## config.mk

```make
export PLATFORM = sky130hd
export DESIGN_NAME = qcp_timer
export DESIGN_NICKNAME = d
export VERILOG_FILES = /design/src/qcp_pkg.sv /design/src/qcp_timer.sv
export SDC_FILE = /design/constraint.sdc
export NUM_CORES = 1
export LEC_CHECK = 0
export ABC_AREA = 1
export BUFFER_PORTS_ARGS = -buffer_cell sky130_fd_sc_hd__buf_2
export CORE_MARGIN = 4
export CORE_UTILIZATION = 49
export CTS_BUF_LIST = sky130_fd_sc_hd__clkbuf_4 sky130_fd_sc_hd__clkbuf_8 sky130_fd_sc_hd__clkbuf_16
export CTS_CLUSTER_DIAMETER = 150
export CTS_CLUSTER_SIZE = 8
export DETAILED_ROUTE_END_ITERATION = 12
export GPL_TIMING_DRIVEN = 0
export HOLD_SLACK_MARGIN = 0.15
export PLACE_DENSITY = 0.66
export REMOVE_ABC_BUFFERS = 1
export SYNTH_ARGS = -nofsm -noshare
export SYNTH_HDL_FRONTEND = slang
export SYNTH_SLANG_ARGS = --single-unit
```

## constraint.sdc

```tcl
create_clock -name clk -period 5.8 [get_ports clk]
set_input_delay 0 -clock clk [delete_from_list [all_inputs] [get_ports clk]]
set_output_delay 0 -clock clk [all_outputs]
set_load 0.01 [all_outputs]
```

## src/qcp_pkg.sv

```systemverilog
// Constants and types of the quadrature counter and synchronized PWM timer.
package qcp_pkg;

  // ==========================================================================
  // Geometry
  // ==========================================================================
  localparam int unsigned NCH   = 4;
  localparam int unsigned AW    = 12;
  localparam int unsigned PRE_W = 14;

  // ==========================================================================
  // Register map: channel n (0..3) occupies a window at n * CH_STRIDE
  // ==========================================================================
  localparam logic [AW-1:0] CH_STRIDE = 12'h020;
  localparam logic [4:0]    OFF_CTRL  = 5'h00;
  localparam logic [4:0]    OFF_IER   = 5'h04;
  localparam logic [4:0]    OFF_STAT  = 5'h08;
  localparam logic [4:0]    OFF_CNT   = 5'h0c;
  localparam logic [4:0]    OFF_CMPA  = 5'h10;
  localparam logic [4:0]    OFF_CMPB  = 5'h14;
  localparam logic [AW-1:0] ADDR_MODE = 12'h080;

  // ==========================================================================
  // Field positions
  // ==========================================================================
  localparam int unsigned PSC_LSB   = 0;
  localparam int unsigned EDGE_LSB  = 3;
  localparam int unsigned CLR_LSB   = 5;
  localparam int unsigned PHASE_BIT = 7;
  localparam int unsigned SUB_LSB   = 8;
  localparam int unsigned CTRL_W    = 10;
  localparam int unsigned IE_CMPA   = 0;
  localparam int unsigned IE_CMPB   = 1;
  localparam int unsigned IE_OVF    = 4;
  localparam int unsigned IE_UNF    = 5;
  localparam int unsigned FLAG_W    = 6;
  localparam int unsigned ST_DIR    = 7;
  localparam int unsigned MODE_RUN  = 0;
  localparam int unsigned MODE_RSYN = 1;

  // ==========================================================================
  // Reset values
  // ==========================================================================
  localparam logic [CTRL_W-1:0] CTRL_RST = 10'h000;
  localparam logic [FLAG_W-1:0] IER_RST  = 6'h00;
  localparam logic [FLAG_W-1:0] FLAG_RST = 6'h00;
  localparam logic [31:0]       CMP_RST  = 32'hffff_ffff;
  localparam logic [1:0]        MODE_RST = 2'h0;

  // ==========================================================================
  // Types
  // ==========================================================================
  typedef enum logic [1:0] {CLR_NONE, CLR_CMPA, CLR_CMPB, CLR_SPARE} qcp_clr_e;
  typedef enum logic [1:0] {PH_MODE1, PH_MODE2, PH_MODE3, PH_MODE4} qcp_sub_e;

  typedef struct packed {
    logic up;
    logic dn;
  } qcp_step_s;

  typedef struct packed {
    logic pair1_pos;
    logic pair1_neg;
    logic pair2_pos;
    logic pair2_neg;
    logic pair3_pos;
    logic pair3_neg;
  } qcp_pwm_s;

endpackage : qcp_pkg

```

## src/qcp_timer.sv

```systemverilog
// Four channel timer with quadrature counting and synchronized PWM, on APB.
//
// Overview of operation
// - Quadrature counting exists only on channels one and two.
// - Quadrature mode counts encoder phases, ignoring prescaler and edge fields.
// - Clear select, compare registers, flags and interrupts still work then.
// - Up count overflow raises the overflow interrupt when its enable is one.
// - Down count underflow raises the underflow interrupt when enabled.
// - Status register shows the current count direction.
// - Channel one uses inputs one/two, channel two inputs three/four.
// - Four selectable quadrature sub-modes with distinct count conditions.
// - Sub-mode 1 counts on every edge of both phases.
// - Sub-mode 2 counts on falling A only: up if B high, else down.
// - Sub-mode 3: up on A fall with B high, down on B fall with A high.
// - Sub-mode 4 counts only on B edges, ignoring A edges.
// - Synchronized PWM joins channels three and four into three phases.
// - Six pins form three pairs, negative pin inverted from positive.
// - Channel three A sets period; three B, four A, four B set points.
// - Both counters count up and clear together on channel three A match.
// - Each PWM output toggles on its match and on every clear.
`timescale 1ns/1ps

module qcp_timer #(
  parameter int unsigned CNT_W = 16
) (
  input  wire logic                       clk,
  input  wire logic                       reset_n,
  input  wire logic                       psel,
  input  wire logic                       penable,
  input  wire logic                       pwrite,
  input  wire logic [qcp_pkg::AW-1:0]     paddr,
  input  wire logic [31:0]                pwdata,
  output logic      [31:0]                prdata,
  output logic                            pready,
  output logic                            pslverr,
  input  wire logic                       ext_clock_in_one,
  input  wire logic                       ext_clock_in_two,
  input  wire logic                       ext_clock_in_three,
  input  wire logic                       ext_clock_in_four,
  output logic      [1:0]                 overflow_interrupt,
  output logic      [1:0]                 underflow_interrupt,
  output logic      [qcp_pkg::NCH-1:0]    compare_interrupt,
  output qcp_pkg::qcp_pwm_s               pwm_out
);
  import qcp_pkg::*;

  if (CNT_W < 2 || CNT_W > 32)
  begin : g_bad_width
    $error("CNT_W must lie between 2 and 32");
  end

  // ==========================================================================
  // Helpers
  // ==========================================================================
  function automatic logic [NCH-1:0] qcp_sel(input logic [AW-1:0] a,
                                             input logic [4:0]    off);
    logic [NCH-1:0] s;
    s = '0;
    for (int c = 0; c < NCH; c++)
      s[c] = (a == AW'(c * 32) + AW'(off));
    return s;
  endfunction : qcp_sel

  function automatic logic qcp_tick(input logic [PRE_W-1:0] pre,
                                    input logic [2:0]       psc);
    logic [PRE_W-1:0] m;
    m = PRE_W'((32'h1 << (2 * psc)) - 32'h1);
    return (pre & m) == '0;
  endfunction : qcp_tick

  // Inputs are {a_now, b_now, a_before, b_before}.
  function automatic qcp_step_s qcp_decode(input qcp_sub_e  sub,
                                           input logic [3:0] ph);
    logic a, b, ar, af, br, bf;
    qcp_step_s s;
    a  = ph[3];
    b  = ph[2];
    ar = a & ~ph[1];
    af = ~a & ph[1];
    br = b & ~ph[0];
    bf = ~b & ph[0];
    unique case (sub)
      PH_MODE1: s = '{up: (br & a) | (bf & ~a) | (ar & ~b) | (af & b),
                      dn: (br & ~a) | (bf & a) | (ar & b) | (af & ~b)};
      PH_MODE2: s = '{up: af & b, dn: af & ~b};
      PH_MODE3: s = '{up: af & b, dn: bf & a};
      PH_MODE4: s = '{up: (br & a) | (bf & ~a), dn: (br & ~a) | (bf & a)};
    endcase
    return s;
  endfunction : qcp_decode

  // ==========================================================================
  // State
  // ==========================================================================
  logic [CTRL_W-1:0] ctrl_r [NCH], ctrl_nxt [NCH];
  logic [FLAG_W-1:0] ier_r  [NCH], ier_nxt  [NCH];
  logic [FLAG_W-1:0] flag_r [NCH], flag_nxt [NCH];
  logic [CNT_W-1:0]  cnt_r  [NCH], cnt_nxt  [NCH];
  logic [CNT_W-1:0]  cmpa_r [NCH], cmpa_nxt [NCH];
  logic [CNT_W-1:0]  cmpb_r [NCH], cmpb_nxt [NCH];
  logic [NCH-1:0]    dir_r, dir_nxt;
  logic [1:0]        mode_r, mode_nxt;
  logic [PRE_W-1:0]  pre_r;
  logic [3:0]        s1_r, s2_r, prv_r;
  qcp_pwm_s          pwm_r, pwm_nxt;
  logic [31:0]       rdata_r, rdata_nxt;

  logic              run, rsync, rs_run, rs_clr, wr, mapped;
  logic [NCH-1:0]    phase_on, tick, mta, mtb, clr;
  qcp_step_s         step [NCH];

  assign run    = mode_r[MODE_RUN];
  assign rsync  = mode_r[MODE_RSYN];
  assign rs_run = run & rsync;
  assign rs_clr = rs_run & mta[2];
  assign wr     = psel & penable & pwrite;

  // ==========================================================================
  // Encoder pins: two-stage synchronizer, then an edge history stage
  // ==========================================================================
  always_ff @(posedge clk or negedge reset_n)
  begin
    if (!reset_n)
    begin
      s1_r  <= 4'h0;
      s2_r  <= 4'h0;
      prv_r <= 4'h0;
      pre_r <= '0;
    end
    else
    begin
      s1_r  <= {ext_clock_in_four, ext_clock_in_three,
                ext_clock_in_two, ext_clock_in_one};
      s2_r  <= s1_r;
      prv_r <= s2_r;
      pre_r <= pre_r + 1'b1;
    end
  end

  // ==========================================================================
  // Per channel count events and compare matches
  // ==========================================================================
  for (genvar i = 0; i < NCH; i++)
  begin : g_ch
    assign mta[i] = cnt_r[i] == cmpa_r[i];
    assign mtb[i] = cnt_r[i] == cmpb_r[i];
    // In synchronized mode channel four borrows channel three's prescaler so both stay in step.
    assign tick[i] = qcp_tick(pre_r,
                     ctrl_r[(i == 3 && rsync) ? 2 : i][PSC_LSB +: 3]);
    if (i < 2)
    begin : g_phase
      assign phase_on[i] = ctrl_r[i][PHASE_BIT];
      assign step[i] = phase_on[i]
        ? qcp_decode(qcp_sub_e'(ctrl_r[i][SUB_LSB +: 2]),
                     {s2_r[2*i], s2_r[2*i+1], prv_r[2*i], prv_r[2*i+1]})
        : '{up: tick[i], dn: 1'b0};
      assign clr[i] =
        (qcp_clr_e'(ctrl_r[i][CLR_LSB +: 2]) == CLR_CMPA && mta[i]) ||
        (qcp_clr_e'(ctrl_r[i][CLR_LSB +: 2]) == CLR_CMPB && mtb[i]);
    end
    else
    begin : g_plain
      assign phase_on[i] = 1'b0;
      assign step[i] = '{up: tick[i], dn: 1'b0};
      assign clr[i] = rsync ? rs_clr :
        (qcp_clr_e'(ctrl_r[i][CLR_LSB +: 2]) == CLR_CMPA && mta[i]) ||
        (qcp_clr_e'(ctrl_r[i][CLR_LSB +: 2]) == CLR_CMPB && mtb[i]);
    end
  end

  // ==========================================================================
  // Counters, flags and register writes
  // ==========================================================================
  always_comb
  begin
    logic up, dn;
    up       = 1'b0;
    dn       = 1'b0;
    ctrl_nxt = ctrl_r;
    ier_nxt  = ier_r;
    flag_nxt = flag_r;
    cnt_nxt  = cnt_r;
    cmpa_nxt = cmpa_r;
    cmpb_nxt = cmpb_r;
    dir_nxt  = dir_r;
    mode_nxt = mode_r;
    for (int i = 0; i < NCH; i++)
    begin
      up = run & step[i].up;
      dn = run & step[i].dn;
      if (run && clr[i])
        cnt_nxt[i] = '0;
      else if (up)
        cnt_nxt[i] = cnt_r[i] + 1'b1;
      else if (dn)
        cnt_nxt[i] = cnt_r[i] - 1'b1;
      if (up)
        dir_nxt[i] = 1'b1;
      else if (dn)
        dir_nxt[i] = 1'b0;
      // Set wins over a write-one clear in the same cycle.
      if (wr && qcp_sel(paddr, OFF_STAT)[i])
        flag_nxt[i] = flag_r[i] & ~pwdata[FLAG_W-1:0];
      flag_nxt[i][IE_CMPA] = flag_nxt[i][IE_CMPA] | (run & mta[i]);
      flag_nxt[i][IE_CMPB] = flag_nxt[i][IE_CMPB] | (run & mtb[i]);
      flag_nxt[i][IE_OVF]  = flag_nxt[i][IE_OVF] |
        (up & ~clr[i] & (cnt_r[i] == {CNT_W{1'b1}}));
      flag_nxt[i][IE_UNF]  = flag_nxt[i][IE_UNF] |
        (dn & ~clr[i] & (cnt_r[i] == '0));
      if (wr && qcp_sel(paddr, OFF_CTRL)[i])
        ctrl_nxt[i] = pwdata[CTRL_W-1:0];
      if (wr && qcp_sel(paddr, OFF_IER)[i])
        ier_nxt[i] = pwdata[FLAG_W-1:0];
      if (wr && qcp_sel(paddr, OFF_CNT)[i])
        cnt_nxt[i] = pwdata[CNT_W-1:0];
      if (wr && qcp_sel(paddr, OFF_CMPA)[i])
        cmpa_nxt[i] = pwdata[CNT_W-1:0];
      if (wr && qcp_sel(paddr, OFF_CMPB)[i])
        cmpb_nxt[i] = pwdata[CNT_W-1:0];
    end
    if (wr && paddr == ADDR_MODE)
      mode_nxt = pwdata[1:0];
  end

  always_ff @(posedge clk or negedge reset_n)
  begin
    if (!reset_n)
    begin
      for (int i = 0; i < NCH; i++)
      begin
        ctrl_r[i] <= CTRL_RST;
        ier_r[i]  <= IER_RST;
        flag_r[i] <= FLAG_RST;
        cnt_r[i]  <= '0;
        cmpa_r[i] <= CMP_RST[CNT_W-1:0];
        cmpb_r[i] <= CMP_RST[CNT_W-1:0];
      end
      dir_r  <= '0;
      mode_r <= MODE_RST;
    end
    else
    begin
      ctrl_r <= ctrl_nxt;
      ier_r  <= ier_nxt;
      flag_r <= flag_nxt;
      cnt_r  <= cnt_nxt;
      cmpa_r <= cmpa_nxt;
      cmpb_r <= cmpb_nxt;
      dir_r  <= dir_nxt;
      mode_r <= mode_nxt;
    end
  end

  for (genvar i = 0; i < NCH; i++)
  begin : g_irq
    assign compare_interrupt[i] =
      (flag_r[i][IE_CMPA] & ier_r[i][IE_CMPA]) |
      (flag_r[i][IE_CMPB] & ier_r[i][IE_CMPB]);
    if (i < 2)
    begin : g_ovf
      assign overflow_interrupt[i]  =
        flag_r[i][IE_OVF] & ier_r[i][IE_OVF];
      assign underflow_interrupt[i] =
        flag_r[i][IE_UNF] & ier_r[i][IE_UNF];
    end
  end

  // ==========================================================================
  // Synchronized PWM: match and common clear both toggle each pair
  // ==========================================================================
  // Counters three and four must hold zero when the run bit is set.
  always_comb
  begin
    logic t1, t2, t3;
    t1 = rs_run & (mtb[2] ^ mta[2]);
    t2 = rs_run & (mta[3] ^ mta[2]);
    t3 = rs_run & (mtb[3] ^ mta[2]);
    pwm_nxt = '0;
    if (rsync)
    begin
      pwm_nxt.pair1_pos = pwm_r.pair1_pos ^ t1;
      pwm_nxt.pair2_pos = pwm_r.pair2_pos ^ t2;
      pwm_nxt.pair3_pos = pwm_r.pair3_pos ^ t3;
      pwm_nxt.pair1_neg = ~pwm_nxt.pair1_pos;
      pwm_nxt.pair2_neg = ~pwm_nxt.pair2_pos;
      pwm_nxt.pair3_neg = ~pwm_nxt.pair3_pos;
    end
  end

  always_ff @(posedge clk or negedge reset_n)
  begin
    if (!reset_n)
      pwm_r <= '0;
    else
      pwm_r <= pwm_nxt;
  end

  assign pwm_out = pwm_r;

  // ==========================================================================
  // APB slave: data is fetched in setup, answered in the first access cycle
  // ==========================================================================
  always_comb
  begin
    rdata_nxt = rdata_r;
    if (psel && !penable && !pwrite)
    begin
      rdata_nxt = 32'h0;
      for (int i = 0; i < NCH; i++)
      begin
        if (qcp_sel(paddr, OFF_CTRL)[i]) rdata_nxt = 32'(ctrl_r[i]);
        if (qcp_sel(paddr, OFF_IER)[i])  rdata_nxt = 32'(ier_r[i]);
        if (qcp_sel(paddr, OFF_STAT)[i])
          rdata_nxt = 32'({dir_r[i], 1'b0, flag_r[i]});
        if (qcp_sel(paddr, OFF_CNT)[i])  rdata_nxt = 32'(cnt_r[i]);
        if (qcp_sel(paddr, OFF_CMPA)[i]) rdata_nxt = 32'(cmpa_r[i]);
        if (qcp_sel(paddr, OFF_CMPB)[i]) rdata_nxt = 32'(cmpb_r[i]);
      end
      if (paddr == ADDR_MODE)
        rdata_nxt = 32'(mode_r);
    end
  end

  always_ff @(posedge clk or negedge reset_n)
  begin
    if (!reset_n)
      rdata_r <= 32'h0;
    else
      rdata_r <= rdata_nxt;
  end

  assign mapped  = (paddr == ADDR_MODE) ||
                   (|{qcp_sel(paddr, OFF_CTRL), qcp_sel(paddr, OFF_IER),
                      qcp_sel(paddr, OFF_STAT), qcp_sel(paddr, OFF_CNT),
                      qcp_sel(paddr, OFF_CMPA), qcp_sel(paddr, OFF_CMPB)});
  assign prdata  = rdata_r;
  assign pready  = psel & penable;
  assign pslverr = psel & penable & ~mapped;
endmodule : qcp_timer

```

==> results of run 1 <==
-- what timing repair did --
| action | 4_1_cts | 5_1_grt |
|---|---|---|
| hold endpoints to repair | 244 | 1 |
| setup endpoints to repair | 0 | 0 |
| hold buffers | 29 | 1 |
-- cell usage after synthesis, types with 10 or more instances --
master,instances
a21oi_1,96
a31oi_1,12
buf_2,24
buf_4,20
clkbuf_1,74
dfrtp_1,206
dfstp_2,128
ha_1,32
inv_1,273
inv_2,33
nand2_1,726
nand3_1,96
nand4_1,62
nor2_1,138
nor2_2,10
nor3_1,37
nor4_1,30
o211ai_1,23
o21a_1,10
o21ai_0,329
o21ai_1,25
o221ai_1,23
o22ai_1,47
or2_2,20
xnor2_1,73
xor2_1,52
-- worst max path at each step --
stage                         start        end  slack (ps)  cells after the start
after floorplan            pre_r[3]  cnt_r[47]        2230                     24
after global placement      reset_n  cnt_r[24]       -1770                      1
after detailed placement  mode_r[0]  cnt_r[47]         880                     21
after CTS                 mode_r[0]  cnt_r[47]         830                     21
after global routing      mode_r[0]  cnt_r[47]         410                     21
final                     mode_r[0]  cnt_r[47]         600                     21
-- cell families (layout without fill, tap and decap cells) --
group | after synthesis | in the layout | share of synthesized area
adders and majority gates | 34 | 34 | 0.0217
AOI/OAI and AO/OA | 616 | 616 | 0.173
xor gates and xnor gates | 125 | 125 | 0.0539
buffers and inverters | 437 | 504 | 0.0873
other | 1 | 16 | 0.000184
and+or+nand+nor | 1153 | 1153 | 0.245
DFF | 334 | 334 | 0.419
-- routing by layer --
metal  up-vias  track usage  routed length [um]
met3       161       0.0502                6000
met2       857        0.452               29800
met4         2        0.109                2440
met1      9222        0.436               29500
met5         -            0                  17
li1       9046            -                   -
-- critical path, delay by kind of cell (launching register included) --
kind            cells  cell delay [ps]
simple gates        8              960
xor+xnor            1              160
flops               1              820
buf+inv             2              920
fa+ha+maj           1              470
compound gates      9             1720
-- final cells by class --
class                   instances  area [um2]
multi-input cells            1944       10100
clock buffers                  85        1490
repair buffers                102         762
clock inverters                 2        25.0
well taps                     532         666
flip-flops and latches        334        8520
inverters                     315        1190
fillers                      3843       18200
-- cells in the final DEF, fill, tap and decap left out, types with 25 or more instances in the layout --
| master | netlist | final |
|---|---|---|
| a21oi_1 | 96 | 96 |
| buf_2 | 24 | 67 |
| clkbuf_16 | 0 | 48 |
| clkbuf_4 | 0 | 36 |
| dfrtp_1 | 206 | 206 |
| dfstp_2 | 128 | 128 |
| dlygate4sd3_1 | 0 | 29 |
| ha_1 | 32 | 32 |
| inv_1 | 273 | 273 |
| inv_2 | 33 | 33 |
| nand2_1 | 726 | 726 |
| nand3_1 | 96 | 96 |
| nand4_1 | 62 | 62 |
| nor2_1 | 138 | 137 |
| nor3_1 | 37 | 37 |
| nor4_1 | 30 | 30 |
| o21ai_0 | 329 | 329 |
| o21ai_1 | 25 | 25 |
| o22ai_1 | 47 | 47 |
| xnor2_1 | 73 | 73 |
| xor2_1 | 52 | 52 |
-- through the flow --
stage	utilization	instance area, um2	total power, mW	setup TNS [ps]
6_report	0.556	22700	5.45	0
5_1_grt	0.556	22700	5.60	0
4_1_cts	0.555	22700	5.48	0
3_5_place_dp	0.511	20900	2.67	0
3_3_place_gp	0.508	20800	2.66	-355760
2_1_floorplan	-	19800	2.52	0
-- power breakdown --
group | total, mW | internal, mW | leakage [nW] | switching, mW
Combinational | 0.282 | 0.0743 | 5.16 | 0.207
Clock | 2.79 | 1.72 | 0.776 | 1.07
Sequential | 2.37 | 2.35 | 3.94 | 0.0201
-- flip-flops by register name, summed over array words and instances (netlist names) --
signal,count
pre_r,14
prv_r,4
ctrl_r,40
s1_r,4
s2_r,4
ier_r,24
mode_r,2
prdata,16
flag_r,24
dir_r,4
pwm_out,6
cmpa_r,64
cmpb_r,64
cnt_r,64
==> metrics.json, run 1 <==
{
  "pwr": {
    "worst_ir_drop_vdd_uv": 181,
    "power_per_cell_area_nw_per_um2": 240,
    "leak_pwr_nw": 9.88
  },
  "sta": {
    "unrepaired_setup_endpoints_after_global_routing": "false",
    "hold-worst-slack_ps": 165,
    "final-max-slew-violation-count": 0,
    "post-route-min-period_ps": 5200,
    "finalSetupViolCount": 0,
    "post-route-worst-setup-slack_ps": 600,
    "fmaxAchievable_mhz": 192,
    "final-hold-violation-count": 0,
    "period_share": 0.896,
    "worst_pin_slew_ps": 1380,
    "max_clock_skew_ps": 21.5,
    "slew_headroom": 0.0778
  },
  "global_routing": {
    "grt_pass1_wl_um": 106000,
    "grt_max_degree": 120,
    "globalRouteOverflowTotal": 0,
    "grt_antenna_before_repair": 3,
    "grt_use_total": 0.299,
    "first_global_vias": 18200
  },
  "synth": {
    "yosysWarnings": 0,
    "dominantRegCellSynth": "dfrtp_1",
    "fraction_of_registers_with_async_set_or_reset_after_synthesis": 1.00,
    "synth_edf_count": 0,
    "yosys.area.top_type_share": 0.254,
    "yosys-top-cells-area": "dfrtp_1 25%, dfstp_2 17%, nand2_1 13%, o21ai_0 8.1%, inv_1 5.0%",
    "yosysUniqueCellTypes": 66,
    "synthDominantAreaCellType": "dfrtp_1",
    "register_area_share_after_synthesis": 0.419,
    "post_synth_inst_count": 2700,
    "post_synth_instance_area_um2": 20300,
    "synth_area_per_cell_um2": 7.53,
    "flop_and_latch_count_out_of_synthesis": 334
  },
  "place": {
    "place.gp.congestion": 0.932,
    "place_ws_ps": 885,
    "placed_instances": 3197,
    "port_buffers": 68,
    "dpl.hpwl_um": 46900
  },
  "min_path": {
    "hold_start": "psel",
    "hold_end": "prdata[5]",
    "min-delay-path-class": "input port to register",
    "hold-path-cell-count": 6
  },
  "die": {
    "dieWidth_um": 212,
    "fp-row-count": 74,
    "die_h_um": 212,
    "design.portCount": 101,
    "area_of_the_core_region_um2": 40900,
    "dieArea_um2": 44800,
    "initial_utilization": 0.497
  },
  "clock_network": {
    "clock-sinks": 334,
    "cts-root-buf": "clkbuf_16",
    "cts_tree": "yes",
    "post_cts_setup_bufs": 0,
    "h-tree-depth": 2,
    "clock_insertion_delay_worst_skew_ps": 590,
    "cts.reportedPaths.clkPinSlew_ps": 50,
    "numCtsBuffers": 47,
    "cts_buffer_depth": 3,
    "cts.repair.resized": 0
  },
  "route": {
    "wl_per_cell_um": 20.4,
    "route.detailed.vias_per_inst": 5.82,
    "drc": 0,
    "number_of_design_rule_violations_left_by_the_first_detailed_router_iteration": 2202,
    "via_count": 19300,
    "drt_first_pass_iters": 6,
    "final_antenna_net_count": 0,
    "detail_route.wirelength_um": 67700
  },
  "layout": {
    "flow.area_growth_from_synthesis_pct": 11.9,
    "post_layout_nonfiller_instances": 3314,
    "nets": 2831,
    "fraction_of_final_layout_cells_with_drive_strength_greater_than_1": 0.139,
    "antenna-diode-count": 0
  },
  "run_status": {
    "outcome": "completed"
  },
  "setup_path": {
    "cp_data_arrival_time_ps": 5630,
    "path_common_cell": "nand2_1",
    "crit_path_top_delay_cell": "dfrtp_1",
    "timing.setup.critical_path_class": "register to register",
    "crit_path_cell_trace": "inv_1 > nor2_1 > o2111ai_1 > nand2_1 > inv_1 > ha_1 > a21oi_1 > nand2_1 > a21boi_1 > o21ai_0 > a31oi_1 > o21ai_1 > nand2_1 > nand2_1 > nand2_1 > nand2_1 > a21oi_1 > xor2_1 > nor2_1 > o21ai_1 > o21ai_0",
    "cp.required_ps": 6230,
    "worstReg2RegEnd": "cnt_r[47]",
    "worst_r2r_startpoint": "mode_r[0]",
    "rr_worst_depth": 21,
    "rrSetupSlack_ps": 600,
    "cp_max_fanout": 16,
    "startpoint_type": "register",
    "critPathMaxStageDelay_ps": 820,
    "worst_setup_path_end_kind": "register"
  },
  "flow_run": {
    "number_of_maximum_capacitance_violations": 0
  }
}
(Power assumes the default switching activity.)
==> inputs of run 2 (changes only) <==
- RECOVER_POWER: not set -> 25
==> run 2 against run 1 <==
The run now ends with capacitance limit, slew limit left. Die area unchanged. Non-clock buffer count unchanged. Register-to-register slack about the same. Wire length about the same. Critical endpoint unchanged. Largest power group unchanged.
==> metrics.json, run 2 (synthesized netlist as in run 1, its figures left out) <==
{
  "clock_network": {
    "clock-sinks": {"value": 334, "change": "unchanged"},
    "numCtsBuffers": {"value": 47, "change": "unchanged"},
    "hold_fix_buffer_count_after_cts": {"value": 29, "change": "unchanged"},
    "cts.reportedPaths.clkPinSlew": {"value": 50, "unit": "ps", "change": "about the same"},
    "h-tree-depth": {"value": 2, "change": "unchanged"},
    "post_cts_setup_bufs": {"value": 0, "change": "unchanged"},
    "cts.repair.resized": {"value": 0, "change": "unchanged"},
    "cts_tree": {"value": "yes", "change": "unchanged"},
    "cts-root-buf": {"value": "clkbuf_16", "change": "unchanged"},
    "clock_insertion_delay_worst_skew": {"value": 600, "unit": "ps", "change": "was 590 ps"},
    "cts_buffer_depth": {"value": 3, "change": "unchanged"}
  },
  "die": {
    "initial_utilization": {"value": 0.497, "change": "unchanged"},
    "dieWidth": {"value": 212, "unit": "um", "change": "unchanged"},
    "dieArea": {"value": 44800, "unit": "um2", "change": "unchanged"},
    "design.portCount": {"value": 101, "change": "unchanged"},
    "fp-row-count": {"value": 74, "change": "unchanged"},
    "die_h": {"value": 212, "unit": "um", "change": "unchanged"},
    "area_of_the_core_region": {"value": 40900, "unit": "um2", "change": "unchanged"}
  },
  "sta": {
    "max_clock_skew": {"value": 23.0, "unit": "ps", "change": "was 21.5 ps"},
    "slew_headroom": {"value": -1.04, "change": "was 0.0778"},
    "post-route-worst-setup-slack": {"value": 586, "unit": "ps", "change": "was 600 ps"},
    "unrepaired_setup_endpoints_after_global_routing": {"value": "false", "change": "unchanged"},
    "fmaxAchievable": {"value": 192, "unit": "MHz", "change": "about the same"},
    "worst_pin_slew": {"value": 3060, "unit": "ps", "change": "was 1380 ps"},
    "final-hold-violation-count": {"value": 0, "change": "unchanged"},
    "totalNegativeSetupSlack": {"value": 0, "unit": "ps", "change": "unchanged"},
    "period_share": {"value": 0.899, "change": "was 0.896"},
    "final-max-slew-violation-count": {"value": 273, "change": "was 0"},
    "finalSetupViolCount": {"value": 0, "change": "unchanged"},
    "post-route-min-period": {"value": 5210, "unit": "ps", "change": "was 5200 ps"}
  },
  "setup_path": {
    "rrSetupSlack": {"value": 590, "unit": "ps", "change": "was 600 ps"},
    "cp.required": {"value": 6240, "unit": "ps", "change": "was 6230 ps"},
    "path_common_cell": {"value": "nand2_1", "change": "unchanged"},
    "timing.setup.critical_path_class": {"value": "register to register", "change": "unchanged"},
    "worstReg2RegEnd": {"value": "cnt_r[47]", "change": "unchanged"},
    "timing.critical_path.to": {"value": "cnt_r[47]", "change": "unchanged"},
    "startpoint_of_the_most_critical_setup_path": {"value": "mode_r[0]", "change": "unchanged"},
    "critPathMaxStageDelay": {"value": 830, "unit": "ps", "change": "was 820 ps"},
    "startpoint_type": {"value": "register", "change": "unchanged"},
    "worst_r2r_startpoint": {"value": "mode_r[0]", "change": "unchanged"},
    "rr_worst_depth": {"value": 21, "change": "unchanged"},
    "crit_path_cell_trace": {"value": "inv_1 > nor2_1 > o2111ai_1 > nand2_1 > inv_1 > ha_1 > a21oi_1 > nand2_1 > a21boi_1 > o21ai_0 > a31oi_1 > o21ai_1 > nand2_1 > nand2_1 > nand2_1 > nand2_1 > a21oi_1 > xor2_1 > nor2_1 > o21ai_1 > o21ai_0", "change": "unchanged"},
    "cp_data_arrival_time": {"value": 5650, "unit": "ps", "change": "was 5630 ps"},
    "cp_max_fanout": {"value": 16, "change": "unchanged"},
    "crit_path_top_delay_cell": {"value": "dfrtp_1", "change": "unchanged"},
    "worst_setup_path_end_kind": {"value": "register", "change": "unchanged"}
  },
  "global_routing": {
    "grt_max_degree": {"value": 120, "change": "unchanged"},
    "grt_use_total": {"value": 0.299, "change": "unchanged"},
    "first_global_vias": {"value": 18200, "change": "unchanged"},
    "grt_pass1_wl": {"value": 106000, "unit": "um", "change": "unchanged"},
    "grt_antenna_before_repair": {"value": 3, "change": "unchanged"},
    "globalRouteOverflowTotal": {"value": 0, "change": "unchanged"}
  },
  "route": {
    "wl_per_cell": {"value": 20.4, "unit": "um", "change": "about the same"},
    "route.detailed.vias_per_inst": {"value": 5.85, "change": "was 5.82"},
    "via_count": {"value": 19400, "change": "was 19.3k"},
    "drt_first_pass_iters": {"value": 6, "change": "unchanged"},
    "drc": {"value": 0, "change": "unchanged"},
    "detail_route.wirelength": {"value": 67700, "unit": "um", "change": "about the same"},
    "number_of_design_rule_violations_left_by_the_first_detailed_router_iteration": {"value": 2154, "change": "was 2,202"},
    "final_antenna_net_count": {"value": 0, "change": "unchanged"}
  },
  "place": {
    "place_ws": {"value": 885, "unit": "ps", "change": "unchanged"},
    "place.gp.congestion": {"value": 0.932, "change": "unchanged"},
    "dpl.hpwl": {"value": 46900, "unit": "um", "change": "unchanged"},
    "port_buffers": {"value": 68, "change": "unchanged"}
  },
  "layout": {
    "largest_registers": {"value": "cmpa_r (64), cmpb_r (64), cnt_r (64)", "change": "unchanged"},
    "flow.area_growth_from_synthesis": {"value": 11.6, "unit": "%", "change": "was 11.9%"},
    "nets": {"value": 2831, "change": "unchanged"},
    "leading_cell_types_in_the_layout_fill_and_taps_excluded": {"value": "726 x nand2_1, 329 x o21ai_0, 273 x inv_1", "change": "unchanged"},
    "antenna-diode-count": {"value": 0, "change": "unchanged"},
    "fraction_of_final_layout_cells_with_drive_strength_greater_than_1": {"value": 0.138, "change": "was 0.139"},
    "final_common_cell": {"value": "nand2_1", "change": "unchanged"}
  },
  "run_status": {
    "violations_in_the_final_reports": "capacitance limit, slew limit",
    "outcome": {"value": "complete, but fails checks", "change": "was completed"}
  },
  "pwr": {
    "worst_ir_drop_vdd": {"value": 181, "unit": "uV", "change": "about the same"},
    "leak_pwr": {"value": 9.86, "unit": "nW", "change": "was 9.88 nW"},
    "power_per_cell_area": {"value": 240, "unit": "nW/um2", "change": "about the same"}
  },
  "min_path": {
    "min-delay-path-class": {"value": "input port to register", "change": "unchanged"},
    "hold_start": {"value": "psel", "change": "unchanged"}
  },
  "flow_run": {
    "number_of_maximum_capacitance_violations": {"value": 3, "change": "was 0"}
  }
}
run 2: cell count changes in the layout (fill, tap and decap cells not counted), sizes merged:
cell,change
clkbuf,+3
buf,-3
run 2: layout make-up:
class / instances / area [um2]
fillers: 3851 / 18200
multi-input cells: 1944 / 10100
flip-flops and latches: 334 / 8520
clock buffers: 85 / 1490
inverters: 315 / 1190
repair buffers: 102 / 706
well taps: 532 / 666
clock inverters: 2 / 25.0
run 2: critical path, delay by kind of cell, from the launching register on:
family | cells | cell delay (ps)
flops | 1 | 830
buf+inv | 2 | 940
xor+xnor | 1 | 160
simple gates | 8 | 940
fa+ha+maj | 1 | 470
compound gates | 9 | 1720
run 2: per-stage QoR:
stage | utilization | power, mW | std cells | area [um2] | hold slack, ps
floorplan | - | 2.52 | 2593 | 19800 | -296
global placement | 0.508 | 2.66 | 3193 | 20800 | 112
detailed placement | 0.511 | 2.67 | 3197 | 20900 | 103
finish | 0.554 | 5.45 | 3314 | 22700 | 157
global route | 0.554 | 5.60 | 3314 | 22700 | 231
CTS | 0.555 | 5.48 | 3313 | 22700 | 151
run 2: worst min path at each step:
stage / cells past startpoint / endpoint / slack (ps)
after global routing: 5 / prdata[12] / 230
final: 5 / prdata[12] / 160
after global placement: 1 / s1_r[1] / 110
after detailed placement: 1 / prv_r[1] / 100
after floorplan: 0 / cnt_r[0] / -300
after CTS: 3 / cnt_r[10] / 150
run 2: where the power goes:
group          internal (mW)  total [mW]  switching [mW]
combinational         0.0700       0.276           0.206
clock                   1.72        2.80            1.07
sequential              2.35        2.37          0.0202
total                   4.15        5.45            1.30
run 2: metal layers:
layer / global-route usage / vias to the layer above / wire (um)
met5: 0 / - / 13
met4: 0.109 / 2 / 2400
met3: 0.0502 / 148 / 6340
met2: 0.452 / 935 / 29900
met1: 0.436 / 9263 / 29100
li1: - / 9052 / -
